===== src/cfg_upper_pkg.sv =====
// constants for the upper config header registers
// assumes a 100 MHz PCI clock and dword-indexed config cycles
package cfg_upper_pkg;
	// config byte offsets
	localparam logic [7:0]  CSR_BASE_OFF = 8'h14;
	localparam logic [7:0]  SUBSYS_OFF   = 8'h2C;
	localparam logic [7:0]  ROM_BASE_OFF = 8'h30;
	localparam logic [7:0]  INT_CFG_OFF  = 8'h3C;
	localparam logic [7:0]  SCRATCH_OFF  = 8'h40;

	// field positions
	localparam int          CSR_BASE_LSB = 7;
	localparam int          ROM_BASE_LSB = 18;
	localparam int          ROM_EN_BIT   = 0;

	// fixed field values
	localparam logic [7:0]  MAX_LATENCY_FIELD_VAL  = 8'h28;
	localparam logic [7:0]  MIN_GNT_VAL  = 8'h14;
	localparam logic [7:0]  INT_PIN_VAL  = 8'h01;

	// reset values of writable fields
	localparam logic [24:0] CSR_BASE_RST = 25'h0000000;
	localparam logic [13:0] ROM_BASE_RST = 14'h0000;
	localparam logic [7:0]  INT_LINE_RST = 8'h00;
	localparam logic [31:0] SCRATCH_RST  = 32'h00000000;

	// serial rom image: 32 data bits then an 8-bit checksum
	localparam int          ROM_BITS     = 40;

	// load period
	localparam int          CLK_PERIOD_NS = 10;
	localparam int          LOAD_TIME_NS  = 1230000;
	localparam int          LOAD_CYCLES   =
		(LOAD_TIME_NS + CLK_PERIOD_NS - 1) / CLK_PERIOD_NS;
endpackage : cfg_upper_pkg


===== src/subsys_id_loader.sv =====
// serial rom reader for the subsystem identification word
// assumes a serial rom that shifts one bit per rising rom_sclk
`timescale 1ns/10ps
`default_nettype none

module subsys_id_loader #(
	parameter int BIT_CYCLES = 3075
) (
	// clock and reset
	input  wire logic        clk,
	input  wire logic        rstn,
	input  wire logic        ce,
	// serial rom pins
	output logic             rom_cs,
	output logic             rom_sclk,
	input  wire logic        rom_sdata,
	// loaded word
	output logic [31:0]      id_word,
	output logic             id_loaded
);
	localparam int DW = $clog2(BIT_CYCLES + 1);

	typedef enum logic [2:0] {
		LD_SHIFT = 3'b001,
		LD_CHECK = 3'b010,
		LD_DONE  = 3'b100
	} load_state_type;

	typedef struct packed {
		load_state_type state;
		logic [1:0]     sync;
		logic [DW-1:0]  div;
		logic [5:0]     bits;
		logic [39:0]    shreg;
		logic [31:0]    word;
		logic           loaded;
		logic           cs;
		logic           sclk;
	} loader_type;

	loader_type st;
	loader_type next_st;
	logic [7:0] sum;
	logic       sum_ok;

	// checksum is the byte sum of the four data bytes
	assign sum = st.shreg[39:32] + st.shreg[31:24] + st.shreg[23:16] + st.shreg[15:8];
	assign sum_ok = (sum == st.shreg[7:0]);

	always_comb begin
		next_st = st;
		next_st.sync = {st.sync[0], rom_sdata};
		case (st.state)
			// RULE4 shift after reset
			LD_SHIFT: begin
				next_st.cs = 1'b1;
				if (st.div == DW'(BIT_CYCLES - 1)) begin
					next_st.div = '0;
					next_st.sclk = 1'b0;
					next_st.shreg = {st.shreg[38:0], st.sync[1]};
					if (st.bits == 6'(cfg_upper_pkg::ROM_BITS - 1)) begin
						next_st.state = LD_CHECK;
						next_st.cs = 1'b0;
					end else begin
						next_st.bits = st.bits + 6'h01;
					end
				end else begin
					next_st.div = st.div + DW'(1);
					next_st.sclk = (st.div >= DW'(BIT_CYCLES / 2));
				end
			end
			// RULE7 zero on bad checksum
			LD_CHECK: begin
				next_st.word = sum_ok ? st.shreg[39:8] : 32'h00000000;
				next_st.loaded = 1'b1;
				next_st.state = LD_DONE;
			end
			LD_DONE: begin
				next_st.cs = 1'b0;
			end
			default: begin
				next_st.state = LD_SHIFT;
			end
		endcase
	end

	always_ff @(posedge clk) begin
		if (!rstn) begin
			st <= '{state: LD_SHIFT, default: '0};
		end else if (ce) begin
			st <= next_st;
		end
	end

	assign rom_cs = st.cs;
	assign rom_sclk = st.sclk;
	assign id_word = st.word;
	assign id_loaded = st.loaded;

	// cycles spent before the word is published
	logic [31:0] elapsed;
	always_ff @(posedge clk) begin
		if (!rstn) begin
			elapsed <= 32'h00000000;
		end else if (ce && !st.loaded) begin
			elapsed <= elapsed + 32'h00000001;
		end
	end
endmodule : subsys_id_loader

`default_nettype wire


===== src/pci_config_space_upper_regs.sv =====
// config registers 14h..40h of the controller's PCI header
// assumes a config front end that turns cycles into req/ack/retry
`timescale 1ns/10ps
`default_nettype none

// Function
// RULE1: memory base bits 31:7 are writable and set the csr decode address.
// RULE2: memory base bit 0 reads zero, marking memory space.
// RULE3: memory base bits 6:1 always read zero.
// RULE4: subsystem word is loaded from the serial rom right after reset.
// RULE5: the serial rom load takes about 1.23 ms.
// RULE6: subsystem register access during the load ends in retry.
// RULE7: failed rom checksum makes the subsystem word zero.
// RULE8: subsystem id in bits 31:16, vendor id in bits 15:0.
// RULE9: rom base in bits 31:10, bits 17:10 hardwired zero.
// RULE10: rom base bits 9:1 always read zero.
// RULE11: rom accesses claimed only with rom enable and memory space set.
// RULE12: host programs the rom base before touching the rom.
// RULE13: bits 31:24 report how often bus access is needed.
// RULE14: bits 23:16 report the needed burst length.
// RULE15: bits 15:8 read 01h, the first interrupt pin.
// RULE16: firmware writes the interrupt line byte; it is stored and read back.
// RULE17: register at 40h is free storage for the driver.
// RULE18: memory accesses answered only while memory space is enabled.
// RULE19: host programs the memory base before csr memory accesses.
// RULE20: writes to fixed or loaded fields are ignored.
module pci_config_space_upper_regs #(
	parameter int LOAD_CYCLES = cfg_upper_pkg::LOAD_CYCLES
) (
	// clock and reset
	input  wire logic        clk,
	input  wire logic        rstn,
	input  wire logic        ce,
	// config access
	input  wire logic        cfg_req,
	input  wire logic        cfg_we,
	input  wire logic [5:0]  cfg_addr,
	input  wire logic [3:0]  cfg_be,
	input  wire logic [31:0] cfg_wdata,
	output logic             cfg_ack,
	output logic             cfg_retry,
	output logic [31:0]      cfg_rdata,
	// command register input
	input  wire logic        mem_space_en,
	// memory decode
	input  wire logic        mem_req,
	input  wire logic [31:0] mem_addr,
	output logic             csr_hit,
	output logic             rom_hit,
	// serial rom
	output logic             rom_cs,
	output logic             rom_sclk,
	input  wire logic        rom_sdata
);
	typedef struct packed {
		logic [24:0] csr_base;
		logic [13:0] rom_base;
		logic        rom_en;
		logic [7:0]  int_line;
		logic [31:0] scratch;
		logic        ack;
		logic        retry;
		logic [31:0] rdata;
	} regs_type;

	regs_type st;
	regs_type next_st;

	logic [31:0] id_word;
	logic        id_loaded;
	logic [7:0]  byte_addr;
	logic [31:0] img_base;
	logic [31:0] img_rom;
	logic [31:0] img_int;
	logic [31:0] rd_img;
	logic [31:0] wr_img;
	logic        is_subsys;

	// RULE4 load after reset
	subsys_id_loader #(
		.BIT_CYCLES (LOAD_CYCLES / cfg_upper_pkg::ROM_BITS)
	) u_loader (
		.clk       (clk),
		.rstn      (rstn),
		.ce        (ce),
		.rom_cs    (rom_cs),
		.rom_sclk  (rom_sclk),
		.rom_sdata (rom_sdata),
		.id_word   (id_word),
		.id_loaded (id_loaded)
	);

	function automatic logic [31:0] merge_bytes(
		input logic [31:0] old_v,
		input logic [31:0] new_v,
		input logic [3:0]  be
	);
		logic [31:0] r;
		r = old_v;
		for (int i = 0; i < 4; i++) begin
			if (be[i]) begin
				r[8*i +: 8] = new_v[8*i +: 8];
			end
		end
		return r;
	endfunction : merge_bytes

	assign byte_addr = {cfg_addr, 2'b00};
	assign is_subsys = (byte_addr == cfg_upper_pkg::SUBSYS_OFF);

	// RULE2 RULE3 low bits fixed
	assign img_base = {st.csr_base, 6'h00, 1'b0};
	// RULE9 RULE10 size bits fixed
	assign img_rom = {st.rom_base, 8'h00, 9'h000, st.rom_en};
	// RULE13 RULE14 RULE15 fixed bytes
	assign img_int = {cfg_upper_pkg::MAX_LATENCY_FIELD_VAL, cfg_upper_pkg::MIN_GNT_VAL,
		cfg_upper_pkg::INT_PIN_VAL, st.int_line};

	// read image of the addressed register
	always_comb begin
		case (byte_addr)
			cfg_upper_pkg::CSR_BASE_OFF: begin
				rd_img = img_base;
			end
			// RULE8 id halves
			cfg_upper_pkg::SUBSYS_OFF: begin
				rd_img = id_word;
			end
			cfg_upper_pkg::ROM_BASE_OFF: begin
				rd_img = img_rom;
			end
			cfg_upper_pkg::INT_CFG_OFF: begin
				rd_img = img_int;
			end
			cfg_upper_pkg::SCRATCH_OFF: begin
				rd_img = st.scratch;
			end
			default: begin
				rd_img = 32'h00000000;
			end
		endcase
	end

	assign wr_img = merge_bytes(rd_img, cfg_wdata, cfg_be);

	always_comb begin
		next_st = st;
		next_st.ack = 1'b0;
		next_st.retry = 1'b0;
		if (cfg_req) begin
			if (is_subsys && !id_loaded) begin
				// RULE6 retry while loading
				next_st.retry = 1'b1;
			end else begin
				next_st.ack = 1'b1;
				next_st.rdata = cfg_we ? st.rdata : rd_img;
			end
			if (cfg_we) begin
				// RULE20 fixed bits dropped
				case (byte_addr)
					// RULE1 base writable
					cfg_upper_pkg::CSR_BASE_OFF: begin
						next_st.csr_base = wr_img[31:cfg_upper_pkg::CSR_BASE_LSB];
					end
					// RULE9 upper rom base
					cfg_upper_pkg::ROM_BASE_OFF: begin
						next_st.rom_base = wr_img[31:cfg_upper_pkg::ROM_BASE_LSB];
						next_st.rom_en = wr_img[cfg_upper_pkg::ROM_EN_BIT];
					end
					// RULE16 keep line byte
					cfg_upper_pkg::INT_CFG_OFF: begin
						next_st.int_line = wr_img[7:0];
					end
					// RULE17 driver storage
					cfg_upper_pkg::SCRATCH_OFF: begin
						next_st.scratch = wr_img;
					end
					default: begin
						next_st.scratch = st.scratch;
					end
				endcase
			end
		end
	end

	// bases reset to zero; the host must program them before use (RULE12, RULE19)
	always_ff @(posedge clk) begin
		if (!rstn) begin
			st <= '{csr_base: cfg_upper_pkg::CSR_BASE_RST,
				rom_base: cfg_upper_pkg::ROM_BASE_RST,
				rom_en: 1'b0,
				int_line: cfg_upper_pkg::INT_LINE_RST,
				scratch: cfg_upper_pkg::SCRATCH_RST,
				default: '0};
		end else if (ce) begin
			st <= next_st;
		end
	end

	assign cfg_ack = st.ack;
	assign cfg_retry = st.retry;
	assign cfg_rdata = st.rdata;

	// RULE18 memory space gate
	assign csr_hit = mem_req && mem_space_en &&
		(mem_addr[31:cfg_upper_pkg::CSR_BASE_LSB] == st.csr_base);
	// RULE11 rom needs both enables
	assign rom_hit = mem_req && mem_space_en && st.rom_en &&
		(mem_addr[31:cfg_upper_pkg::ROM_BASE_LSB] == st.rom_base);

	// address of the last request seen while ce is high, retried or not, for the checks below
	// a write ack leaves the last read data on cfg_rdata, so field checks look at reads only
	logic [7:0] chk_addr;
	logic       chk_rd;
	always_ff @(posedge clk) begin
		if (!rstn) begin
			chk_addr <= 8'h00;
			chk_rd <= 1'b0;
		end else if (ce && cfg_req) begin
			chk_addr <= byte_addr;
			chk_rd <= !cfg_we;
		end
	end
endmodule : pci_config_space_upper_regs

`default_nettype wire


===== config.mk =====
export PLATFORM = sky130hd
export DESIGN_NAME = pci_config_space_upper_regs
export DESIGN_NICKNAME = d
export VERILOG_FILES = /design/src/cfg_upper_pkg.sv /design/src/subsys_id_loader.sv /design/src/pci_config_space_upper_regs.sv
export SDC_FILE = /design/constraint.sdc
export NUM_CORES = 1
export LEC_CHECK = 0
export BUFFER_PORTS_ARGS = -buffer_cell sky130_fd_sc_hd__buf_2
export CORE_MARGIN = 2
export CORE_UTILIZATION = 40
export CTS_BUF_LIST = sky130_fd_sc_hd__clkbuf_4
export CTS_CLUSTER_DIAMETER = 30
export CTS_CLUSTER_SIZE = 12
export DETAILED_ROUTE_END_ITERATION = 10
export SYNTH_ARGS = -nofsm -noshare
export SYNTH_HDL_FRONTEND = slang
export SYNTH_HIERARCHICAL = 1
export SYNTH_SLANG_ARGS = --single-unit

===== constraint.sdc =====
create_clock -name clk -period 3.8 [get_ports clk]
set_input_delay 0.57 -clock clk [delete_from_list [all_inputs] [get_ports clk]]
set_output_delay 0.57 -clock clk [all_outputs]
set_load 0.01 [all_outputs]

==> metrics.yaml, run 1 <==
run_status:
  run_status: "finished, final reports clean"
synthesis:
  synth_top_flop_cell: "dfxtp_1"
  netlist_area_mm2: 0.0116
  postSynthAreaPerCell_um2: 8.89
  yosysSeqAreaShare_pct: 36.7
  synth.area.top_cells: "dfxtp_1, nand2_1, buf_4"
  yosysTopAreaCell: "dfxtp_1"
  synth_nets: 1410
  yosysWarnings: 6
  synth_edf_count: 0
  synth.distinct_cells: 80
  synth_top_area_share_pct: 36.7
  syn_inst: 1302
  async_flop_share_pct: 0
  ys_ff_latch: 212
place:
  place_area_mm2: 0.0119
  hpwl_um: 21900
  port_buffers: 112
  place_ws_ns: 0.185
  gp_congestion: 0.876
cells_and_area:
  drive_gt1_share_pct: 21.4
  multiInputGateArea_mm2: 0.00620
  layout.nets: 1441
  area_growth_pct: 9.89
  seq_area_mm2: 0.00424
  fill_cells: 2857
  finalInstanceArea_mm2: 0.0127
global_routing:
  antenna_found_initial: 2
  grtUsageTotal_pct: 20.3
  grt_pass1_vias: 9287
  grt_pass1_wl_um: 50400
  grt_max_degree: 96
  grt-ovfl-total: 0
critical_path:
  worst-r2r-setup-slack_ns: 0.17
  critical_path.endpoint_type: "register"
  cp_top_family: "adder cells"
  slowest_stage: "fa_1"
  path_buf_inv: 3
  critPathKind: "reg -> reg"
  arrival_ns: 4.19
  path_cells: "fa_1 > inv_1 > fa_1 > inv_1 > ha_1 > fa_1 > xnor2_1 > nand4_1 > or4_1 > buf_4 > o31ai_1"
  worstPathRequired_ns: 4.36
  worst-path-max-fanout: 32
  critPathMaxStageDelay_ns: 0.57
  worst_path_most_repeated_cell: "fa_1"
  worstSetupStartpointType: "register"
route:
  vias: 9865
  via_per_inst: 5.61
  drt_iter0_drc: 792
  wire_per_inst_um: 17.8
  routed_wl_um: 31300
  drc: 0
  ant_nets: 0
  first_pass_iters: 4
cts:
  root_buffer: "clkbuf_4"
  cts_sinks: 212
  cts.clk_slew.worst_paths_ns: 0.08
  h-tree-depth: 2
  post-cts-setup-buffers: 0
  clk_path_buf_depth: 3
  ctsHoldBuffers: 0
  post_cts_resized: 0
  clk_latency_ns: 0.67
  cts_tree: "done"
  cts-buffers-inserted: 50
power_and_ir_drop:
  power_leakage_uw: 0.00475
  p_per_area_mw_per_mm2: 384
  peakVddDrop_mv: 0.175
  total_power_uw: 4890
die:
  core_area_mm2: 0.0286
  die_x_um: 174
  initial_core_util_pct: 40.4
  ioPinCount: 120
  dieArea_mm2: 0.0303
  die_y_um: 174
  rows: 62
sta:
  rsz0062_at_grt: "false"
  fin_crit_ns: 3.63
  tightest_slew_ns: 1.13
  post-route-period-util_pct: 95.6
  fin_skew_ns: 0.0328
  setup_viol: 0
  slew_headroom_pct: 23.8
  fin_ws_ns: 0.167
  timing.setup.tns_ns: 0
  maxSlewViolCount: 0
  hold_viol: 0
  timing.fmax_mhz: 275
min_path:
  hp-class: "in -> reg"
run:
  drv_cap: 0
## path summary, 6_finish.rpt
path,from,cells after the start,to
max reg2reg,u_loader/st[44]$_SDFFE_PN0P_,11,u_loader/id_word[11]$_SDFFE_PN0P_
min reg2reg,u_loader/st[49]$_SDFFE_PN0P_,2,u_loader/st[50]$_SDFFE_PN0P_
min,rom_sdata,3,u_loader/next_st[94]$_SDFFE_PN0P_
max,u_loader/st[44]$_SDFFE_PN0P_,11,u_loader/id_word[11]$_SDFFE_PN0P_
## report_power, final
| part | total [µW] | leakage [µW] | internal (µW) | switching, µW |
|---|---|---|---|---|
| logic | 311 | 0.00260 | 107 | 204 |
| clock network | 2330 | 0.000443 | 1310 | 1020 |
| registers | 2250 | 0.00171 | 2240 | 11.7 |
| total | 4890 | 0.00475 | 3660 | 1230 |
## cell families after synthesis
family	Yosys count	share of synthesized area [%]
multiplexers	9	0.800
adder cells (fa/ha/maj)	26	3.72
XOR/XNOR	72	5.45
AND/OR/NAND/NOR	430	20.9
AO/OA/AOI/OAI	348	22.5
buffers and inverters	205	9.97
flip-flops	212	36.7
## synthesized netlist by cell type, types with 20 or more instances
library cell	number
nand2_1	150
o21ai_0	84
o221ai_1	24
buf_4	70
a21boi_1	40
buf_2	21
xnor2_1	42
inv_1	42
dfxtp_1	212
nor4_1	25
a31oi_1	20
clkbuf_1	55
nor2_1	39
o31ai_1	34
a21oi_1	35
and3_1	49
xor2_1	30
nand3_1	70
## metal layers
| layer | track usage, % | vias to the layer above | share of wire, % |
|---|---|---|---|
| met1 | 27.4 | 4682 | 45 |
| li1 | - | 4794 | - |
| met5 | 0 | - | 0 |
| met2 | 32.7 | 330 | 46 |
| met4 | 6.37 | 0 | 2.3 |
| met3 | 3.94 | 59 | 6.3 |
## layout by cell type, fill, tap and decap left out, types with 9 or more instances in the layout
master     netlist  routed
nor4_1          25      25
a32o_1          16      16
a21boi_1        40      40
nor2_1          39      38
a31oi_1         20      20
nand4_1         15      15
o221ai_1        24      24
nand3_1         70      70
inv_1           42      42
buf_2           21     111
xnor2_1         42      41
o21ai_0         84      84
nand2b_1        12      12
a21oi_1         35      35
nor4_4           9       9
clkinv_2         0      10
xor2_1          30      30
and3_1          49      49
fa_1            14      14
nor4_2          10      10
buf_4           70      27
o31ai_1         34      34
ha_1            12      12
a211oi_1        15      15
nand2_1        150     150
a2111oi_2       12      12
dfxtp_1        212     212
clkbuf_4         0      58
## state kept, by name (all words and copies together) (netlist names), 8 cells and up
register,flops
u_loader/st,62
cfg_rdata,32
st,32
u_loader/id_word,32
img_base,25
img_rom,15
img_int,8
## worst register-to-register path, cell delays in order, from the launching register on
cell     delay (ns)
dfxtp_1        0.36
fa_1           0.54
inv_1          0.06
fa_1           0.48
inv_1          0.05
ha_1           0.21
fa_1           0.57
xnor2_1        0.12
nand4_1        0.11
or4_1          0.50
buf_4          0.27
o31ai_1        0.29
## layout make-up
| cell class | count | area share, % |
|---|---|---|
| diodes | 2 | 0.0393 |
| clock buffers | 58 | 3.42 |
| inverters | 43 | 1.27 |
| multi-input cells | 885 | 48.8 |
| well taps | 384 | 3.78 |
| repair buffers | 141 | 6.43 |
| flip-flops and latches | 212 | 33.4 |
| clock inverters | 32 | 2.93 |
## metrics by stage
stage | hold slack [ns] | util, % | instances
final | 0.184 | 44.4 | 1757
after global routing | 0.133 | 44.4 | 1757
after CTS | 0.124 | 44.4 | 1755
after detailed placement | 0.447 | 41.6 | 1665
after global placement | 0.437 | 41.6 | 1665
after floorplan | 0.421 | - | 1302
Note: power is estimated with default switching activity, not from simulation.
==> inputs of run 2 (changes only) <==
--- a/config.mk
+++ b/config.mk
@@ -10,8 +10,9 @@
 export CORE_UTILIZATION = 40
 export CTS_BUF_LIST = sky130_fd_sc_hd__clkbuf_4
 export CTS_CLUSTER_DIAMETER = 30
-export CTS_CLUSTER_SIZE = 12
+export CTS_CLUSTER_SIZE = 16
 export DETAILED_ROUTE_END_ITERATION = 10
+export SLEW_MARGIN = 5
 export SYNTH_ARGS = -nofsm -noshare
 export SYNTH_HDL_FRONTEND = slang
 export SYNTH_HIERARCHICAL = 1
==> constraint.sdc (replaced) <==
create_clock -name clk -period 4.2 [get_ports clk]
set_input_delay 0.63 -clock clk [delete_from_list [all_inputs] [get_ports clk]]
set_output_delay 0.63 -clock clk [all_outputs]
set_load 0.01 [all_outputs]
==> run 2 against run 1 <==
Against the previous run:
- clock power barely moved
- clock skew rose by 0.044 ns
- sequential share of layout area fell by 0.16 points
- via count rose by 0.51%
- critical endpoint is now u_loader/id_word[12]$_SDFFE_PN0P_
==> metrics.yaml, run 2 (synthesis gave the netlist of run 1 again) <==
critical_path:
  critPathKind: "reg -> reg"
  r2r_end: "u_loader/id_word[12]$_SDFFE_PN0P_"
  slowest_stage: "fa_1"
  arrival_ns: 4.11  # -0.08 ns
  endpoint: "u_loader/id_word[12]$_SDFFE_PN0P_"
  worstSetupStartpointType: "register"
  worst_path_most_repeated_cell: "fa_1"
  reg2regPathDepth: 12  # +1
  critPathMaxStageDelay_ns: 0.54  # -0.03 ns
  reg2reg_from: "u_loader/st[44]$_SDFFE_PN0P_"
  worst-path-max-fanout: 32  # unchanged
  worst-r2r-setup-slack_ns: 0.63  # +0.46 ns
  critPathLaunch: "u_loader/st[44]$_SDFFE_PN0P_"
  path_cells: "fa_1 > inv_1 > fa_1 > inv_1 > ha_1 > fa_1 > nand3_1 > nand2_1 > xnor2_1 > or4_1 > buf_4 > o31ai_1"
  worstPathRequired_ns: 4.74  # +0.38 ns
  critical_path.endpoint_type: "register"
min_path:
  hp-class: "in -> reg"
sta:
  setup_viol: 0  # unchanged
  timing.setup.tns_ns: 0  # unchanged
  fin_skew_ns: 0.0769  # +0.0440 ns
  slew_headroom_pct: 25.4  # +1.6 points
  hold_viol: 0  # unchanged
  rsz0062_at_grt: "false"
  fin_crit_ns: 3.57  # -0.0610 ns
  post-route-period-util_pct: 85.1  # -11 points
  tightest_slew_ns: 1.10  # -0.0226 ns
  maxSlewViolCount: 0  # unchanged
  timing.fmax_mhz: 280  # +1.7%
cells_and_area:
  area_growth_pct: 10.4
  layout.nets: 1442  # +0.069%
  largest_reg_flops: 62  # unchanged
  top_register: "u_loader/st"
  drive_gt1_share_pct: 21.4  # +0.068 points
  layout_common_cells: "dfxtp_1, nand2_1, buf_2"
  final_common_cell: "dfxtp_1"
cts:
  cts_tree: "done"
  post-cts-setup-buffers: 0  # unchanged
  clk_latency_ns: 0.70  # +0.03 ns
  cts_sinks: 212  # unchanged
  ctsHoldBuffers: 0  # unchanged
  h-tree-depth: 2  # unchanged
  cts-buffers-inserted: 53  # +6.0%
  post_cts_resized: 0  # unchanged
  root_buffer: "clkbuf_4"
  clk_path_buf_depth: 3  # unchanged
  cts.clk_slew.worst_paths_ns: 0.08  # about the same
place:
  port_buffers: 112  # unchanged
  gp_congestion: 0.856  # -2.4%
  hpwl_um: 21800  # -0.24%
global_routing:
  grt-ovfl-total: 0  # unchanged
  grt_max_degree: 58  # -40%
  antenna_found_initial: 1  # -1
  grt_pass1_vias: 9545  # +2.8%
  grtUsageTotal_pct: 20.5  # +0.22 points
  grt_pass1_wl_um: 51000  # +1.2%
power_and_ir_drop:
  power_leakage_uw: 0.00479  # +0.90%
  p_per_area_mw_per_mm2: 362  # -5.9%
  total_power_uw: 4620  # -5.5%
  peakVddDrop_mv: 0.227  # +29%
run:
  drv_cap: 0  # unchanged
die:
  initial_core_util_pct: 40.4  # unchanged
  rows: 62  # unchanged
  die_y_um: 174  # unchanged
  ioPinCount: 120  # unchanged
  dieArea_mm2: 0.0303  # unchanged
  die_x_um: 174  # unchanged
  core_area_mm2: 0.0286  # unchanged
route:
  met3WireLength_um: 1990  # +0.20%
  vias: 9915  # +0.51%
  drc: 0  # unchanged
  wl_met1_um: 14100  # -0.32%
  wl_met2_um: 14800  # +1.7%
  ant_nets: 0  # unchanged
  top_layer_used: "met4"
  wire_per_inst_um: 17.9  # +0.41%
  drt_iter0_drc: 807  # +1.9%
  first_pass_iters: 6  # +2
  via_per_inst: 5.63  # +0.28%
  routed_wl_um: 31500  # +0.64%
run_status:
  run_status: "finished, final reports clean"
## run 2: worst min-delay path by stage
| stage | start | end | cells past startpoint |
|---|---|---|---|
| detailed placement | u_loader/id_word[30]$_SDFFE_PN0P_ | u_loader/id_word[30]$_SDFFE_PN0P_ | 2 |
| floorplan | u_loader/id_word[30]$_SDFFE_PN0P_ | u_loader/id_word[30]$_SDFFE_PN0P_ | 2 |
| global placement | u_loader/id_word[30]$_SDFFE_PN0P_ | u_loader/id_word[30]$_SDFFE_PN0P_ | 2 |
| global route | cfg_wdata[20] | img_rom[20]$_SDFFE_PN0P_ | 3 |
| CTS | cfg_wdata[20] | img_rom[20]$_SDFFE_PN0P_ | 3 |
| finish | cfg_wdata[20] | img_rom[20]$_SDFFE_PN0P_ | 3 |
## run 2: stage by stage
step	cells	setup slack [ns]	hold slack, ns	utilization [%]	area, µm²
2_1_floorplan	1302	0.821	0.421	-	11600
3_3_place_gp	1663	0.661	0.434	41.5	11900
3_5_place_dp	1663	0.671	0.436	41.5	11900
4_1_cts	1760	0.612	0.163	44.6	12800
5_1_grt	1761	0.436	0.185	44.6	12800
6_report	1761	0.628	0.213	44.6	12800
## run 2: where the power goes
part / internal [µW] / total [µW] / switching, µW / leakage [µW]
sequential: 2030 / 2040 / 10.5 / 0.00171
clock: 1380 / 2300 / 920 / 0.000502
combinational: 96.2 / 283 / 187 / 0.00258
total: 3500 / 4620 / 1120 / 0.00479
## run 2: final cells by class
class                   count  area [µm²]
flip-flops and latches    212        4240
clock buffers              59         443
inverters                  43         161
diodes                      1        2.50
clock inverters            38         455
fillers                  2866       15800
repair buffers            139         791
multi-input cells         885        6200
well taps                 384         480
## run 2: layer usage
layer / global-route usage (%) / vias up
li1: - / 4779
met1: 27.1 / 4731
met2: 33.9 / 352
met3: 3.67 / 53
met4: 6.65 / 0
met5: 0 / -
## run 2: critical path: cells and delay by family, from the launching register on
kind	cells	cell delay (ns)
AND/OR/NAND/NOR	3	0.66
buffers and inverters	3	0.36
AO/OA/AOI/OAI	1	0.28
XOR/XNOR	1	0.12
adder cells (fa/ha/maj)	4	1.70
flip-flops	1	0.35
==> inputs of run 3 (changes only) <==
--- a/config.mk
+++ b/config.mk
@@ -15,5 +15,4 @@
 export SLEW_MARGIN = 5
 export SYNTH_ARGS = -nofsm -noshare
 export SYNTH_HDL_FRONTEND = slang
-export SYNTH_HIERARCHICAL = 1
 export SYNTH_SLANG_ARGS = --single-unit
==> run 3 against run 2 <==
Against the previous run:
- first-iteration DRC count is 29% lower
- count of clock-buffer cells in the layout decreased by 6
- global-route usage up 0.10 points
- area after synthesis down 12%
- largest cell class unchanged
- largest power group unchanged
==> metrics.yaml, run 3 <==
place:
  place_ws_ns: 0.498  # -0.173 ns
  port_buffers: 112  # unchanged
  hpwl_um: 19500  # -11%
  gp_congestion: 0.829  # -3.1%
  placedCellCount: 1539  # -7.5%
power_and_ir_drop:
  p_switching_uw: 1080  # -3.3%
  comb_power_share_pct: 5.5  # -0.6 points
  power_leakage_uw: 0.00443  # -7.6%
  power_frac_seq_pct: 45.6  # +1.5 points
  switching_share_pct: 24.2  # +0.039 points
  p_int_uw: 3380  # -3.5%
  p_clk_share_pct: 48.9  # -0.9 points
  peakVddDrop_mv: 0.194  # -14%
  p_per_area_mw_per_mm2: 384  # +6.2%
cts:
  clk_path_buf_depth: 3  # unchanged
  post-cts-setup-buffers: 0  # unchanged
  cts_tree: "done"
  cts.clk_slew.worst_paths_ns: 0.08  # about the same
  cts_sinks: 212  # unchanged
  post_cts_resized: 0  # unchanged
  root_buffer: "clkbuf_4"
  ctsHoldBuffers: 0  # unchanged
  h-tree-depth: 2  # unchanged
  clk_latency_ns: 0.65  # -0.05 ns
  cts-buffers-inserted: 47  # -11%
synthesis:
  synth.distinct_cells: 66  # -18%
  synth.area.top_cells: "dfxtp_1, nand2_1, o21ai_0"
  yosysSeqAreaShare_pct: 41.8  # +5.1 points
  synth_edf_count: 0  # unchanged
  synth_nets: 1290  # -8.5%
  netlist_area_mm2: 0.0102  # -12%
  yosys.cell_count.top_type: "dfxtp_1"
  synth_top_area_share_pct: 41.8  # +5.1 points
  yosysTopAreaCell: "dfxtp_1"
  ys_ff_latch: 212  # unchanged
  async_flop_share_pct: 0  # unchanged
  syn_inst: 1182  # -9.2%
  postSynthAreaPerCell_um2: 8.59  # -3.4%
  yosysWarnings: 0  # -6
  synthTopCellsByCount: "dfxtp_1, nand2_1, o21ai_0"
  synth_top_flop_cell: "dfxtp_1"
cells_and_area:
  postLayoutCoreUtil_pct: 46.4  # +1.8 points
  largest_reg_flops: 62  # unchanged
  area_growth_pct: 14.4
  layout.nets: 1366  # -5.3%
  layout_common_cells: "dfxtp_1, nand2_1, buf_2"
  drive_gt1_share_pct: 21.7  # +0.23 points
  final_common_cell: "dfxtp_1"
  fin_cells: 1629  # -7.5%
  top_register: "u_loader.st"
route:
  drc: 0  # unchanged
  wire_per_inst_um: 17.0  # -5.0%
  vias: 8674  # -13%
  routed_wl_um: 27700  # -12%
  drt_iter0_drc: 573  # -29%
  ant_nets: 0  # unchanged
  first_pass_iters: 7  # +1
  via_per_inst: 5.32  # -5.4%
sta:
  maxSlewViolCount: 0  # unchanged
  fin_skew_ns: 0.0602  # -0.0166 ns
  post-route-period-util_pct: 89.5  # +4.5 points
  setup_viol: 0  # unchanged
  fin_ws_ns: 0.439  # -0.189 ns
  slew_headroom_pct: 23.0  # -2.3 points
  hold_viol: 0  # unchanged
  timing.fmax_mhz: 266  # -5.0%
  timing.setup.tns_ns: 0  # unchanged
  rsz0062_at_grt: "false"
  fin_crit_ns: 3.76  # +0.189 ns
  tightest_slew_ns: 1.15  # +0.0446 ns
global_routing:
  grt_pass1_wl_um: 43700  # -14%
  grtUsageTotal_pct: 20.6  # +0.10 points
  grt_max_degree: 48  # -17%
  antenna_found_initial: 1  # unchanged
  grt-ovfl-total: 0  # unchanged
  grt_pass1_vias: 8326  # -13%
critical_path:
  r2r_end: "u_loader.id_word[14]$_SDFFE_PN0P_"
  critPathLaunch: "u_loader.st[49]$_SDFFE_PN0P_"
  worstPathRequired_ns: 4.70  # -0.04 ns
  critical_path.endpoint_type: "register"
  critPathKind: "reg -> reg"
  reg2regPathDepth: 10  # -2
  worst-path-max-fanout: 21  # -34%
  worstSetupStartpointType: "register"
  arrival_ns: 4.26  # +0.15 ns
  reg2reg_from: "u_loader.st[49]$_SDFFE_PN0P_"
  worst-r2r-setup-slack_ns: 0.44  # -0.19 ns
die:
  rows: 58  # -6.5%
  dieArea_mm2: 0.0267  # -12%
  die_y_um: 163  # -6.2%
  initial_core_util_pct: 40.5  # +0.11 points
  die_x_um: 163  # -6.2%
  core_area_mm2: 0.0250  # -13%
  ioPinCount: 120  # unchanged
run_status:
  run_status: "finished, final reports clean"
min_path:
  hold_depth: 3  # unchanged
  hp-class: "in -> reg"
  min_to: "u_loader.next_st[94]$_SDFFE_PN0P_"
  holdCritStartpoint: "rom_sdata"
run:
  drv_cap: 0  # unchanged
run 3: logic make-up (layout without fill, tap and decap cells):
family          Yosys count  after routing  synth area share [%]
compound gates          287            287                  19.5
xor+xnor                 70             70                  6.04
fa+ha+maj                26             26                  4.24
buf+inv                 141            256                  6.91
flops                   212            212                  41.8
mux                      26             26                  2.75
other cells               0              2                     0
simple gates            420            420                  18.7
run 3: routing by layer:
metal / vias to the layer above / part of all wire, % / track usage, %
li1: 4273 / - / -
met1: 4079 / 44 / 26.9
met2: 271 / 48 / 33.9
met3: 51 / 6.1 / 3.71
met4: 0 / 2.5 / 7.88
met5: - / 0 / 0
run 3: layout make-up:
type                       instances  area (µm²)
antenna                            2        5.00
clock buffer                      53         398
clock inverter                    35         452
fill                            2490       13400
inverter                          32         121
multi-input combinational        829        5240
sequential                       212        4240
tap                              330         413
timing repair buffer             136         741
run 3: per-stage QoR:
stage / hold WS, ns / total power, µW / instance area [µm²]
final: 0.231 / 4460 / 11600
after global routing: 0.208 / 4640 / 11600
after detailed placement: 0.443 / 2330 / 10800
after floorplan: 0.416 / 2230 / 10200
after global placement: 0.434 / 2320 / 10800
after CTS: 0.170 / 4510 / 11600
run 3: worst max-delay path by stage:
stage                     slack, ns  depth (start not counted)                           endpoint
after floorplan                0.85                         12  u_loader.id_word[10]$_SDFFE_PN0P_
after global placement         0.46                         12  u_loader.id_word[12]$_SDFFE_PN0P_
after detailed placement       0.50                         12   u_loader.id_word[6]$_SDFFE_PN0P_
after CTS                      0.42                         12  u_loader.id_word[12]$_SDFFE_PN0P_
after global routing           0.17                         10  u_loader.id_word[14]$_SDFFE_PN0P_
final                          0.44                         10  u_loader.id_word[14]$_SDFFE_PN0P_
run 3: worst max-delay path: stages (launching register included):
cell and delay [ns]:
dfxtp_1 0.36, inv_1 0.09, fa_1 0.51, fa_1 0.51, inv_1 0.06, ha_1 0.34
xor2_1 0.30, o21a_1 0.18, a41o_1 0.54, nor2_1 0.32, o41ai_1 0.40
run 3: power by group through the flow:
stage | Sequential (µW) | Clock [µW] | Combinational [µW]
floorplan | 2080 | 0 | 152
global placement | 2080 | 0 | 243
detailed placement | 2080 | 0 | 244
CTS | 2030 | 2230 | 245
global route | 2040 | 2330 | 267
finish | 2030 | 2180 | 244
